File: src/pkg/afp_params.svh
// constants and timing counts of the amplifier fault sequencer
`ifndef AFP_PARAMS_SVH
`define AFP_PARAMS_SVH
`define AFP_CLK_HZ         25000000
`define AFP_CYC_PER_MS     (`AFP_CLK_HZ / 1000)
`define AFP_IND_REL_MS     50
`define AFP_MUTE_MS        100
`define AFP_RUN_MS         150
`define AFP_RESTART_MS     100
`define AFP_LIMIT_TAU_MS   1
`define AFP_GAIN_STEP_MS   1
`define AFP_GAIN_MAX       8'hFF
`endif

File: src/pkg/afp_pkg.sv
// types of the amplifier fault sequencer
package afp_pkg;
   typedef enum logic [1:0]
   {
      AFP_MODE_STANDBY = 2'b00,
      AFP_MODE_MUTE    = 2'b01,
      AFP_MODE_OPER    = 2'b10
   } afp_mode_t;
   typedef enum logic [2:0]
   {
      AFP_ST_STANDBY = 3'b000,
      AFP_ST_CHECK   = 3'b001,
      AFP_ST_MUTE    = 3'b010,
      AFP_ST_OPER    = 3'b011,
      AFP_ST_OCOFF   = 3'b100,
      AFP_ST_SUPOFF  = 3'b101,
      AFP_ST_HOLD    = 3'b110
   } afp_state_t;
endpackage

File: src/hdl/afp_sequencer.sv
// fault supervision and restart sequencer of the amplifier
`timescale 1ns/1ps
`default_nettype none
`include "afp_params.svh"
module afp_sequencer #(
   parameter int CYC_PER_MS = `AFP_CYC_PER_MS,
   parameter int TAU_MS     = `AFP_LIMIT_TAU_MS
) (
   // clock and reset
   input  wire logic       clock,
   input  wire logic       reset,
   // host mode input, three levels as two comparator bits
   input  wire logic [1:0] mode_level,
   // analog comparator flags
   input  wire logic       temp_fold_flag,
   input  wire logic       temp_mute_flag,
   input  wire logic       temp_shutdown_flag,
   input  wire logic       current_limit_flag,
   input  wire logic       output_window_flag,
   input  wire logic       low_supply_flag,
   input  wire logic       high_supply_flag,
   input  wire logic       rail_imbalance_flag,
   // power stage control
   output logic            stage_enable,
   output logic            idle_switching,
   output logic            audio_enable,
   output logic            current_regulate,
   output logic [7:0]      thermal_gain_rollback,
   // diagnostic
   output logic            fault_indicator_n
);
   ////////////////////////////////////////////////////////////////////////
   localparam int MS_CNT_W = $clog2(`AFP_RUN_MS * CYC_PER_MS + 2);
   localparam logic [MS_CNT_W-1:0] IND_REL_CYC =
      MS_CNT_W'(`AFP_IND_REL_MS * CYC_PER_MS);
   localparam logic [MS_CNT_W-1:0] MUTE_CYC    = MS_CNT_W'(`AFP_MUTE_MS * CYC_PER_MS);
   localparam logic [MS_CNT_W-1:0] RUN_CYC     = MS_CNT_W'(`AFP_RUN_MS * CYC_PER_MS);
   localparam logic [MS_CNT_W-1:0] RESTART_CYC = MS_CNT_W'(`AFP_RESTART_MS * CYC_PER_MS);
   localparam logic [MS_CNT_W-1:0] TAU_CYC     = MS_CNT_W'(TAU_MS * CYC_PER_MS);
   localparam logic [MS_CNT_W-1:0] STEP_CYC    = MS_CNT_W'(`AFP_GAIN_STEP_MS * CYC_PER_MS);
   // refuse timings the counters cannot hold
   if (CYC_PER_MS < 1 || TAU_MS < 1 || TAU_MS > `AFP_RUN_MS)
   begin : g_bad_timing
      $error("afp_sequencer timing parameters out of range");
   end
   ////////////////////////////////////////////////////////////////////////
   // synchronised inputs
   logic [9:0] raw_in;
   logic [9:0] syn;
   assign raw_in = {mode_level, temp_fold_flag, temp_mute_flag, temp_shutdown_flag,
                    current_limit_flag, output_window_flag, low_supply_flag,
                    high_supply_flag, rail_imbalance_flag};
   afp_sync #(.WIDTH(10)) u_sync (
      .clock    (clock),
      .reset    (reset),
      .async_in (raw_in),
      .sync_out (syn)
   );
   wire [1:0] mode_s   = syn[9:8];
   wire       fold_s   = syn[7];
   wire       tmute_s  = syn[6];
   wire       otp_s    = syn[5];
   wire       climit_s = syn[4];
   wire       window_s = syn[3];
   wire       uv_s     = syn[2];
   wire       ov_s     = syn[1];
   wire       ub_s     = syn[0]; // comparator decides 0.15 of span
   wire       want_run  = (mode_s == afp_pkg::AFP_MODE_OPER);
   wire       standby_s = (mode_s == afp_pkg::AFP_MODE_STANDBY) || (mode_s == 2'b11);
   // states in which the power stage switches
   function automatic logic stage_state(input afp_pkg::afp_state_t s);
      return (s == afp_pkg::AFP_ST_MUTE) || (s == afp_pkg::AFP_ST_OPER);
   endfunction
   ////////////////////////////////////////////////////////////////////////
   afp_pkg::afp_state_t st_q, st_d;
   logic [MS_CNT_W-1:0] tmr_q, tmr_d;      // state timer
   logic [MS_CNT_W-1:0] lim_q;             // current limit duration
   logic [MS_CNT_W-1:0] step_q;            // foldback step timer
   logic [7:0]          gain_q;
   wire tmr_max  = (tmr_q == RUN_CYC);
   wire lim_trip = (lim_q >= TAU_CYC);
   wire stage_on = stage_state(st_q);
   wire sup_trip = uv_s || ub_s;
   always_comb
   begin
      st_d  = st_q;
      tmr_d = tmr_max ? tmr_q : tmr_q + MS_CNT_W'(1);
      case (st_q)
         afp_pkg::AFP_ST_STANDBY:
            if (!standby_s && !sup_trip && !ov_s && !otp_s)
            begin
               st_d  = afp_pkg::AFP_ST_CHECK;
               tmr_d = '0;
            end
         afp_pkg::AFP_ST_CHECK:
         begin
            // timer frozen so a long wait does not shorten the later mute
            tmr_d = tmr_q;
            if (standby_s)
               st_d = afp_pkg::AFP_ST_STANDBY;
            else if (!window_s && !otp_s && !ov_s)
            begin
               st_d  = afp_pkg::AFP_ST_MUTE;
               tmr_d = '0;
            end
         end
         afp_pkg::AFP_ST_MUTE, afp_pkg::AFP_ST_OPER:
         begin
            if (standby_s)
               st_d = afp_pkg::AFP_ST_STANDBY;
            else if (sup_trip)
            begin
               st_d  = afp_pkg::AFP_ST_SUPOFF;
               tmr_d = '0;
            end
            else if (otp_s || ov_s)
               st_d = afp_pkg::AFP_ST_HOLD;
            else if (lim_trip)
            begin
               st_d  = afp_pkg::AFP_ST_OCOFF;
               tmr_d = '0;
            end
            else if (st_q == afp_pkg::AFP_ST_MUTE && want_run && tmr_q >= RUN_CYC)
               st_d = afp_pkg::AFP_ST_OPER;
            else if (st_q == afp_pkg::AFP_ST_OPER && !want_run)
               st_d = afp_pkg::AFP_ST_MUTE;
         end
         afp_pkg::AFP_ST_OCOFF:
            if (tmr_q >= MUTE_CYC)
            begin
               st_d  = afp_pkg::AFP_ST_CHECK;
               tmr_d = MUTE_CYC;
            end
         afp_pkg::AFP_ST_SUPOFF:
            if (sup_trip)
               tmr_d = '0;
            else if (tmr_q >= RESTART_CYC)
            begin
               st_d  = afp_pkg::AFP_ST_STANDBY;
               tmr_d = '0;
            end
         afp_pkg::AFP_ST_HOLD:
            if (!otp_s && !ov_s)
            begin
               st_d  = afp_pkg::AFP_ST_MUTE;
               tmr_d = RUN_CYC;
            end
         default:
            st_d = afp_pkg::AFP_ST_STANDBY;
      endcase
   end
   // after a current shutdown the check and mute resume from 100 ms, so
   // the move to operating falls at 150 ms and the cycle repeats every 100 ms
   wire [MS_CNT_W-1:0] mute_entry = (st_q == afp_pkg::AFP_ST_CHECK) ? tmr_q : '0;
   ////////////////////////////////////////////////////////////////////////
   // diagnostic: low in limit, low until 50 ms after current shutdown, low
   // through every supply-short check, so the host sees a steady low
   wire  ind_low_d = (stage_on && climit_s)
                  || (st_q == afp_pkg::AFP_ST_OCOFF && tmr_q < IND_REL_CYC)
                  || (st_q == afp_pkg::AFP_ST_CHECK && window_s);
   wire  gain_dn = fold_s && (step_q >= STEP_CYC) && (gain_q != 8'h00);
   wire  gain_up = !fold_s && (step_q >= STEP_CYC) && (gain_q != `AFP_GAIN_MAX);
   always_ff @(posedge clock)
   begin
      if (reset)
      begin
         st_q       <= afp_pkg::AFP_ST_STANDBY;
         tmr_q      <= '0;
         lim_q      <= '0;
         step_q     <= '0;
         gain_q     <= `AFP_GAIN_MAX;
      end
      else
      begin
         st_q       <= st_d;
         tmr_q      <= (st_d == afp_pkg::AFP_ST_MUTE && st_q == afp_pkg::AFP_ST_CHECK)
                       ? mute_entry : tmr_d;
         lim_q      <= (stage_on && climit_s) ? (lim_trip ? lim_q : lim_q + MS_CNT_W'(1))
                       : '0;
         step_q     <= (step_q >= STEP_CYC) ? '0 : step_q + MS_CNT_W'(1);
         gain_q     <= gain_dn ? gain_q - 8'h01 : (gain_up ? gain_q + 8'h01 : gain_q);
      end
   end
   ////////////////////////////////////////////////////////////////////////
   // registered outputs
   always_ff @(posedge clock)
   begin
      if (reset)
      begin
         stage_enable          <= 1'b0;
         idle_switching        <= 1'b0;
         audio_enable          <= 1'b0;
         current_regulate      <= 1'b0;
         thermal_gain_rollback <= `AFP_GAIN_MAX;
         fault_indicator_n     <= 1'b1;
      end
      else
      begin
         stage_enable          <= stage_state(st_d);
         idle_switching        <= (st_d == afp_pkg::AFP_ST_MUTE);
         audio_enable          <= (st_d == afp_pkg::AFP_ST_OPER) && !tmute_s;
         current_regulate      <= stage_on && climit_s;
         thermal_gain_rollback <= tmute_s ? 8'h00 : gain_q;
         fault_indicator_n     <= !ind_low_d;
      end
   end
   ////////////////////////////////////////////////////////////////////////
   a_otp_cut: assert property (@(posedge clock) disable iff (reset)
      otp_s |=> !stage_enable) else $error("stage on during overtemperature");
   a_limit_ind: assert property (@(posedge clock) disable iff (reset)
      (stage_on && climit_s) |=> !fault_indicator_n)
      else $error("indicator high in limit");
   a_window_ind: assert property (@(posedge clock) disable iff (reset)
      (st_q == afp_pkg::AFP_ST_CHECK && window_s) |=> !fault_indicator_n)
      else $error("indicator high on supply short");
   a_limit_stops: assert property (@(posedge clock) disable iff (reset)
      (stage_on && lim_trip && !standby_s) |=> (st_q != afp_pkg::AFP_ST_OPER))
      else $error("no shutdown after limit");
   a_check_first: assert property (@(posedge clock) disable iff (reset)
      $rose(stage_enable) |-> $past(st_q) == afp_pkg::AFP_ST_CHECK ||
      $past(st_q) == afp_pkg::AFP_ST_HOLD) else $error("stage on without check");
   a_window_hold: assert property (@(posedge clock) disable iff (reset)
      (st_q == afp_pkg::AFP_ST_CHECK && window_s) |=> !stage_on) else $error("started on short");
   a_uv_off: assert property (@(posedge clock) disable iff (reset)
      (stage_on && uv_s) |=> st_q == afp_pkg::AFP_ST_SUPOFF) else $error("no undervoltage off");
   a_sup_wait: assert property (@(posedge clock) disable iff (reset)
      (st_q == afp_pkg::AFP_ST_SUPOFF && tmr_q < RESTART_CYC) |=> !stage_on)
      else $error("early supply restart");
   a_ov_resume: assert property (@(posedge clock) disable iff (reset)
      (st_q == afp_pkg::AFP_ST_HOLD && !otp_s && !ov_s) |=> st_q == afp_pkg::AFP_ST_MUTE)
      else $error("no direct overvoltage resume");
   a_mute_idle: assert property (@(posedge clock) disable iff (reset)
      idle_switching |-> stage_enable && !audio_enable) else $error("mute not idle");
   a_oc_ind: assert property (@(posedge clock) disable iff (reset)
      $rose(st_q == afp_pkg::AFP_ST_OCOFF) |=> !fault_indicator_n)
      else $error("indicator high at trip");
   c_oper: cover property (@(posedge clock) st_q == afp_pkg::AFP_ST_OPER);
   c_ocoff: cover property (@(posedge clock) st_q == afp_pkg::AFP_ST_OCOFF);
   c_supoff: cover property (@(posedge clock) st_q == afp_pkg::AFP_ST_SUPOFF);
   c_hold: cover property (@(posedge clock) st_q == afp_pkg::AFP_ST_HOLD);
endmodule
`default_nettype wire

File: src/hdl/afp_sync.sv
// two-flop synchroniser bank for the fault flags and mode pins
`timescale 1ns/1ps
`default_nettype none
module afp_sync #(
   parameter int WIDTH = 8
) (
   // clock and reset
   input  wire logic             clock,
   input  wire logic             reset,
   // flags
   input  wire logic [WIDTH-1:0] async_in,
   output logic      [WIDTH-1:0] sync_out
);
   logic [WIDTH-1:0] meta_q;
   if (WIDTH < 1)
   begin : g_bad_width
      $error("afp_sync width must be positive");
   end
   always_ff @(posedge clock)
   begin
      if (reset)
      begin
         meta_q   <= '0;
         sync_out <= '0;
      end
      else
      begin
         meta_q   <= async_in;
         sync_out <= meta_q;
      end
   end
endmodule
`default_nettype wire

File: config.mk
export PLATFORM = sky130hd
export DESIGN_NAME = afp_sequencer
export DESIGN_NICKNAME = d
export VERILOG_FILES = /design/src/pkg/afp_pkg.sv /design/src/hdl/afp_sequencer.sv /design/src/hdl/afp_sync.sv
export VERILOG_INCLUDE_DIRS = /design/src /design/src/pkg
export SDC_FILE = /design/constraint.sdc
export NUM_CORES = 1
export LEC_CHECK = 0
export BUFFER_PORTS_ARGS = -buffer_cell sky130_fd_sc_hd__buf_2
export CAP_MARGIN = 20
export CORE_ASPECT_RATIO = 1.1
export CORE_UTILIZATION = 66
export DETAILED_ROUTE_END_ITERATION = 10
export MAX_ROUTING_LAYER = met4
export PLACE_DENSITY_LB_ADDON = 0.2
export SYNTH_ARGS = -nofsm -noshare
export SYNTH_HDL_FRONTEND = slang
export SYNTH_SLANG_ARGS = --single-unit
File: constraint.sdc
create_clock -name clock -period 6.5 [get_ports clock]
set_input_delay 0.65 -clock clock [delete_from_list [all_inputs] [get_ports clock]]
set_output_delay 0.65 -clock clock [all_outputs]
set_load 0.01 [all_outputs]
==> results.md <==
- Ys async rst share: 0
- CP Data Arrival Time: 3.45 ns
- Post-synth top area share: 0.435
- Main flop type after synthesis: dfxtp_1
- Post-synth cell types: 66
- Max Clk Rate: 0.314 GHz
- CTS max path bufs: 2
- Pleak: 1.99 nW
- # setup viols final: 0
- Mapped cell area: 5060 sq um
- Clk_skew: 0.0135 ns
- Remaining DRCs: 0
- Cells after synthesis: 583
- Crit Path Class: reg2reg
- Multi-input combinational cell area: 2670 sq um
- Initial core utilization: 0.681
- Routed wire length: 10,700 um
- Status: finished, final reports clean
- Post_cts resized: 0
- Reg power frac: 0.533
- Synth area leaders: dfxtp_1, nor2_1, xor2_1, nand2_1, ha_1
- Area Overhead vs Synth: 6.55%
- Setup crit end kind: register
- Detailed Place HPWL: 7430 um
- Synth Area per Inst: 8.68 sq um
- RSZ-0062 raised after global routing: false
- CP Launch Type: register
- Synth Warn #: 0
- Sequential Area: 2200 sq um
- Clk pwr share: 0.301
- Critical Path Sink: tmr_q[19]
- Final Hold Viols: 0
- Slew Limit Fails: 0
- Psw: 408 uW
- CP startpoint: u_sync.sync_out[8]
- Nets@finish: 625
- Min Tclk post-route: 3.19 ns
- Pin slew with the least headroom to its limit: 0.976 ns
- Hold-fix buffers at CTS: 0
- Total global routing overflow: 0
- Total CTS buffers: 9
- Tcrit/Tclk final: 0.490
- Placed cell areas: 5190 sq um
- Root buffer cell: clkbuf_8
- Reg2reg setup slack: 3.31 ns
- Initial antenna violation count: 0
- Vias in the first global route: 3,942
- Core ar.: 7430 sq um
- Pwr Density: 262 nW/um^2
- Largest net degree at the start of global routing: 55
- FF-to-FF Start: u_sync.sync_out[8]
- Placer Congestion: 0.937
- # fillers: 570
- First-pass GRT wire length: 17,800 um
- Post-layout instance area: 5390 sq um
- Cell accounting for the most synthesized area: dfxtp_1
- I/O Buffers: 24
- Net Sw Frac: 0.289
- R2R depth: 9
- TritonRoute pass-1 iters: 5
- Diodes inserted: 0
- I/O pins: 25
- Sequential area share after synthesis: 0.435
- DIE AREA: 8020 sq um
- # clock sinks: 110
- TritonCTS clock tree: done
- Setup bufs post-CTS: 0
- Hold Crit Class: reg2reg
- Detailed Route Iter0 Violations: 304
- Via-per-instance ratio: 6.14
- ANT nets after route: 0
- Number of synthesized flops with an enable pin: 0
- Worst EP required: 6.77 ns
- Site Rows: 33
- Comb power frac: 0.166
- Setup_tns: 0 ns
- Internal power: 1.00 mW
- Total GRT Usage: 0.285
- Number of H-tree levels: 3
- Layout cells sized above 1: 0.0911
- WL/cell: 15.5 um
- Clk_lat worst skew: 0.37 ns
- Vias: 4,243
- Clk slew on worst S/H paths: 0.11 ns
- Seq cells post-synth: 110
- Maximum fanout along the worst path: 12
- Peak VDD IR: 0.000210 V
- Worst r2r dst: tmr_q[19]
- Slew headroom: 0.345
- Die width: 85.5 um
- Die height: 93.8 um
- MaxCap Viol Count: 0
==> layer usage <==
metal  global-route usage  share of wire
met1                0.326           0.43
met2                0.489           0.50
met3               0.0589          0.041
met4                0.113          0.030
met5                    -              0
==> flip-flops by register name, summed over array words and instances (netlist names), 3 cells and up <==
name and cells:
lim_q 22, step_q 22, tmr_q 22, u_sync.meta_q 10, u_sync.sync_out 10, gain_q 8, thermal_gain_rollback 8, st_q 3
==> power groups by stage <==
stage	Clock, mW	Combinational, mW	Sequential [mW]
4_1_cts	0.428	0.233	0.750
3_5_place_dp	0	0.232	0.766
2_1_floorplan	0	0.175	0.763
6_report	0.425	0.235	0.752
3_3_place_gp	0	0.221	0.764
5_1_grt	0.458	0.261	0.757
==> layout by cell type (no fill, tap or decap), types with 4 or more instances in the layout <==
master	synthesis	layout
conb_1	1	7
and3_1	14	14
nor2b_1	23	23
buf_2	8	24
nand3_1	28	28
o22ai_1	5	5
or4_1	5	5
nor2_1	64	64
nand2_1	44	44
a21o_1	7	7
ha_1	13	13
xnor2_1	11	11
nand2b_1	5	5
dfxtp_1	110	110
nand4_1	16	16
nor4_1	6	6
inv_1	21	21
clkbuf_8	0	9
and2_1	10	10
o31ai_1	6	6
o211ai_1	6	6
a31oi_1	12	12
a21oi_1	29	29
nor3_1	15	15
xor2_1	24	24
o21ai_1	4	4
o21a_1	4	4
o21ai_0	21	21
==> cell usage after synthesis, types with 5 or more instances <==
cell / instances
and3_1: 14
nor4_1: 6
o211ai_1: 6
a21o_1: 7
nor3_1: 15
and2_1: 10
clkbuf_1: 14
xor2_1: 24
xnor2_1: 11
nand4_1: 16
nand2_1: 44
dfxtp_1: 110
nor2_1: 64
inv_1: 21
buf_2: 8
nand2b_1: 5
nor2b_1: 23
nand3_1: 28
a31oi_1: 12
o31ai_1: 6
or4_1: 5
o22ai_1: 5
o21ai_0: 21
a21oi_1: 29
ha_1: 13
==> logic make-up after synthesis <==
family | Yosys count | share of synthesized area
AO/OA/AOI/OAI | 124 | 0.164
XOR/XNOR | 35 | 0.0606
adder cells (fa/ha/maj) | 14 | 0.0361
buffers and inverters | 47 | 0.0413
flip-flops | 110 | 0.435
other | 1 | 0.000741
AND/OR/NAND/NOR | 252 | 0.262
==> worst min path at each step <==
stage                     slack (ns)            endpoint  depth (start not counted)              from
final                           0.45  u_sync.sync_out[2]                          1  u_sync.meta_q[2]
after global routing            0.47  u_sync.sync_out[3]                          1  u_sync.meta_q[3]
after CTS                       0.45  u_sync.sync_out[3]                          1  u_sync.meta_q[3]
after detailed placement        0.42  u_sync.sync_out[3]                          1  u_sync.meta_q[3]
after global placement          0.42  u_sync.sync_out[7]                          1  u_sync.meta_q[7]
after floorplan                 0.41  u_sync.sync_out[0]                          1  u_sync.meta_q[0]
==> stage by stage <==
stage / instances / hold WS, ns / power [mW] / setup slack [ns] / util
2_1_floorplan: 589 / 0.414 / 0.937 / 3.79 / -
3_3_place_gp: 675 / 0.418 / 0.985 / 3.58 / 0.698
3_5_place_dp: 675 / 0.425 / 0.997 / 3.43 / 0.698
4_1_cts: 691 / 0.450 / 1.41 / 3.37 / 0.725
5_1_grt: 691 / 0.465 / 1.48 / 3.19 / 0.725
6_report: 691 / 0.448 / 1.41 / 3.31 / 0.725
==> layout make-up <==
cell class / count / share of cell area
Clock buffer: 10 / 0.0237
Clock inverter: 6 / 0.0139
Inverter: 21 / 0.0146
Multi-Input combinational cell: 432 / 0.495
Sequential cell: 110 / 0.408
Tap cell: 87 / 0.0202
Timing Repair Buffer: 25 / 0.0237
==> worst max-delay path, cell delays in order, from the launching register on <==
cell and delay, ns:
dfxtp_1 0.32, inv_1 0.04, ha_1 0.35, nor3_1 0.49
a2111o_1 0.22, o21ai_0 0.09, a21oi_1 0.64, and3_1 0.47
o31ai_1 0.14, a211o_1 0.32
Note: power is estimated with default switching activity, not from simulation.
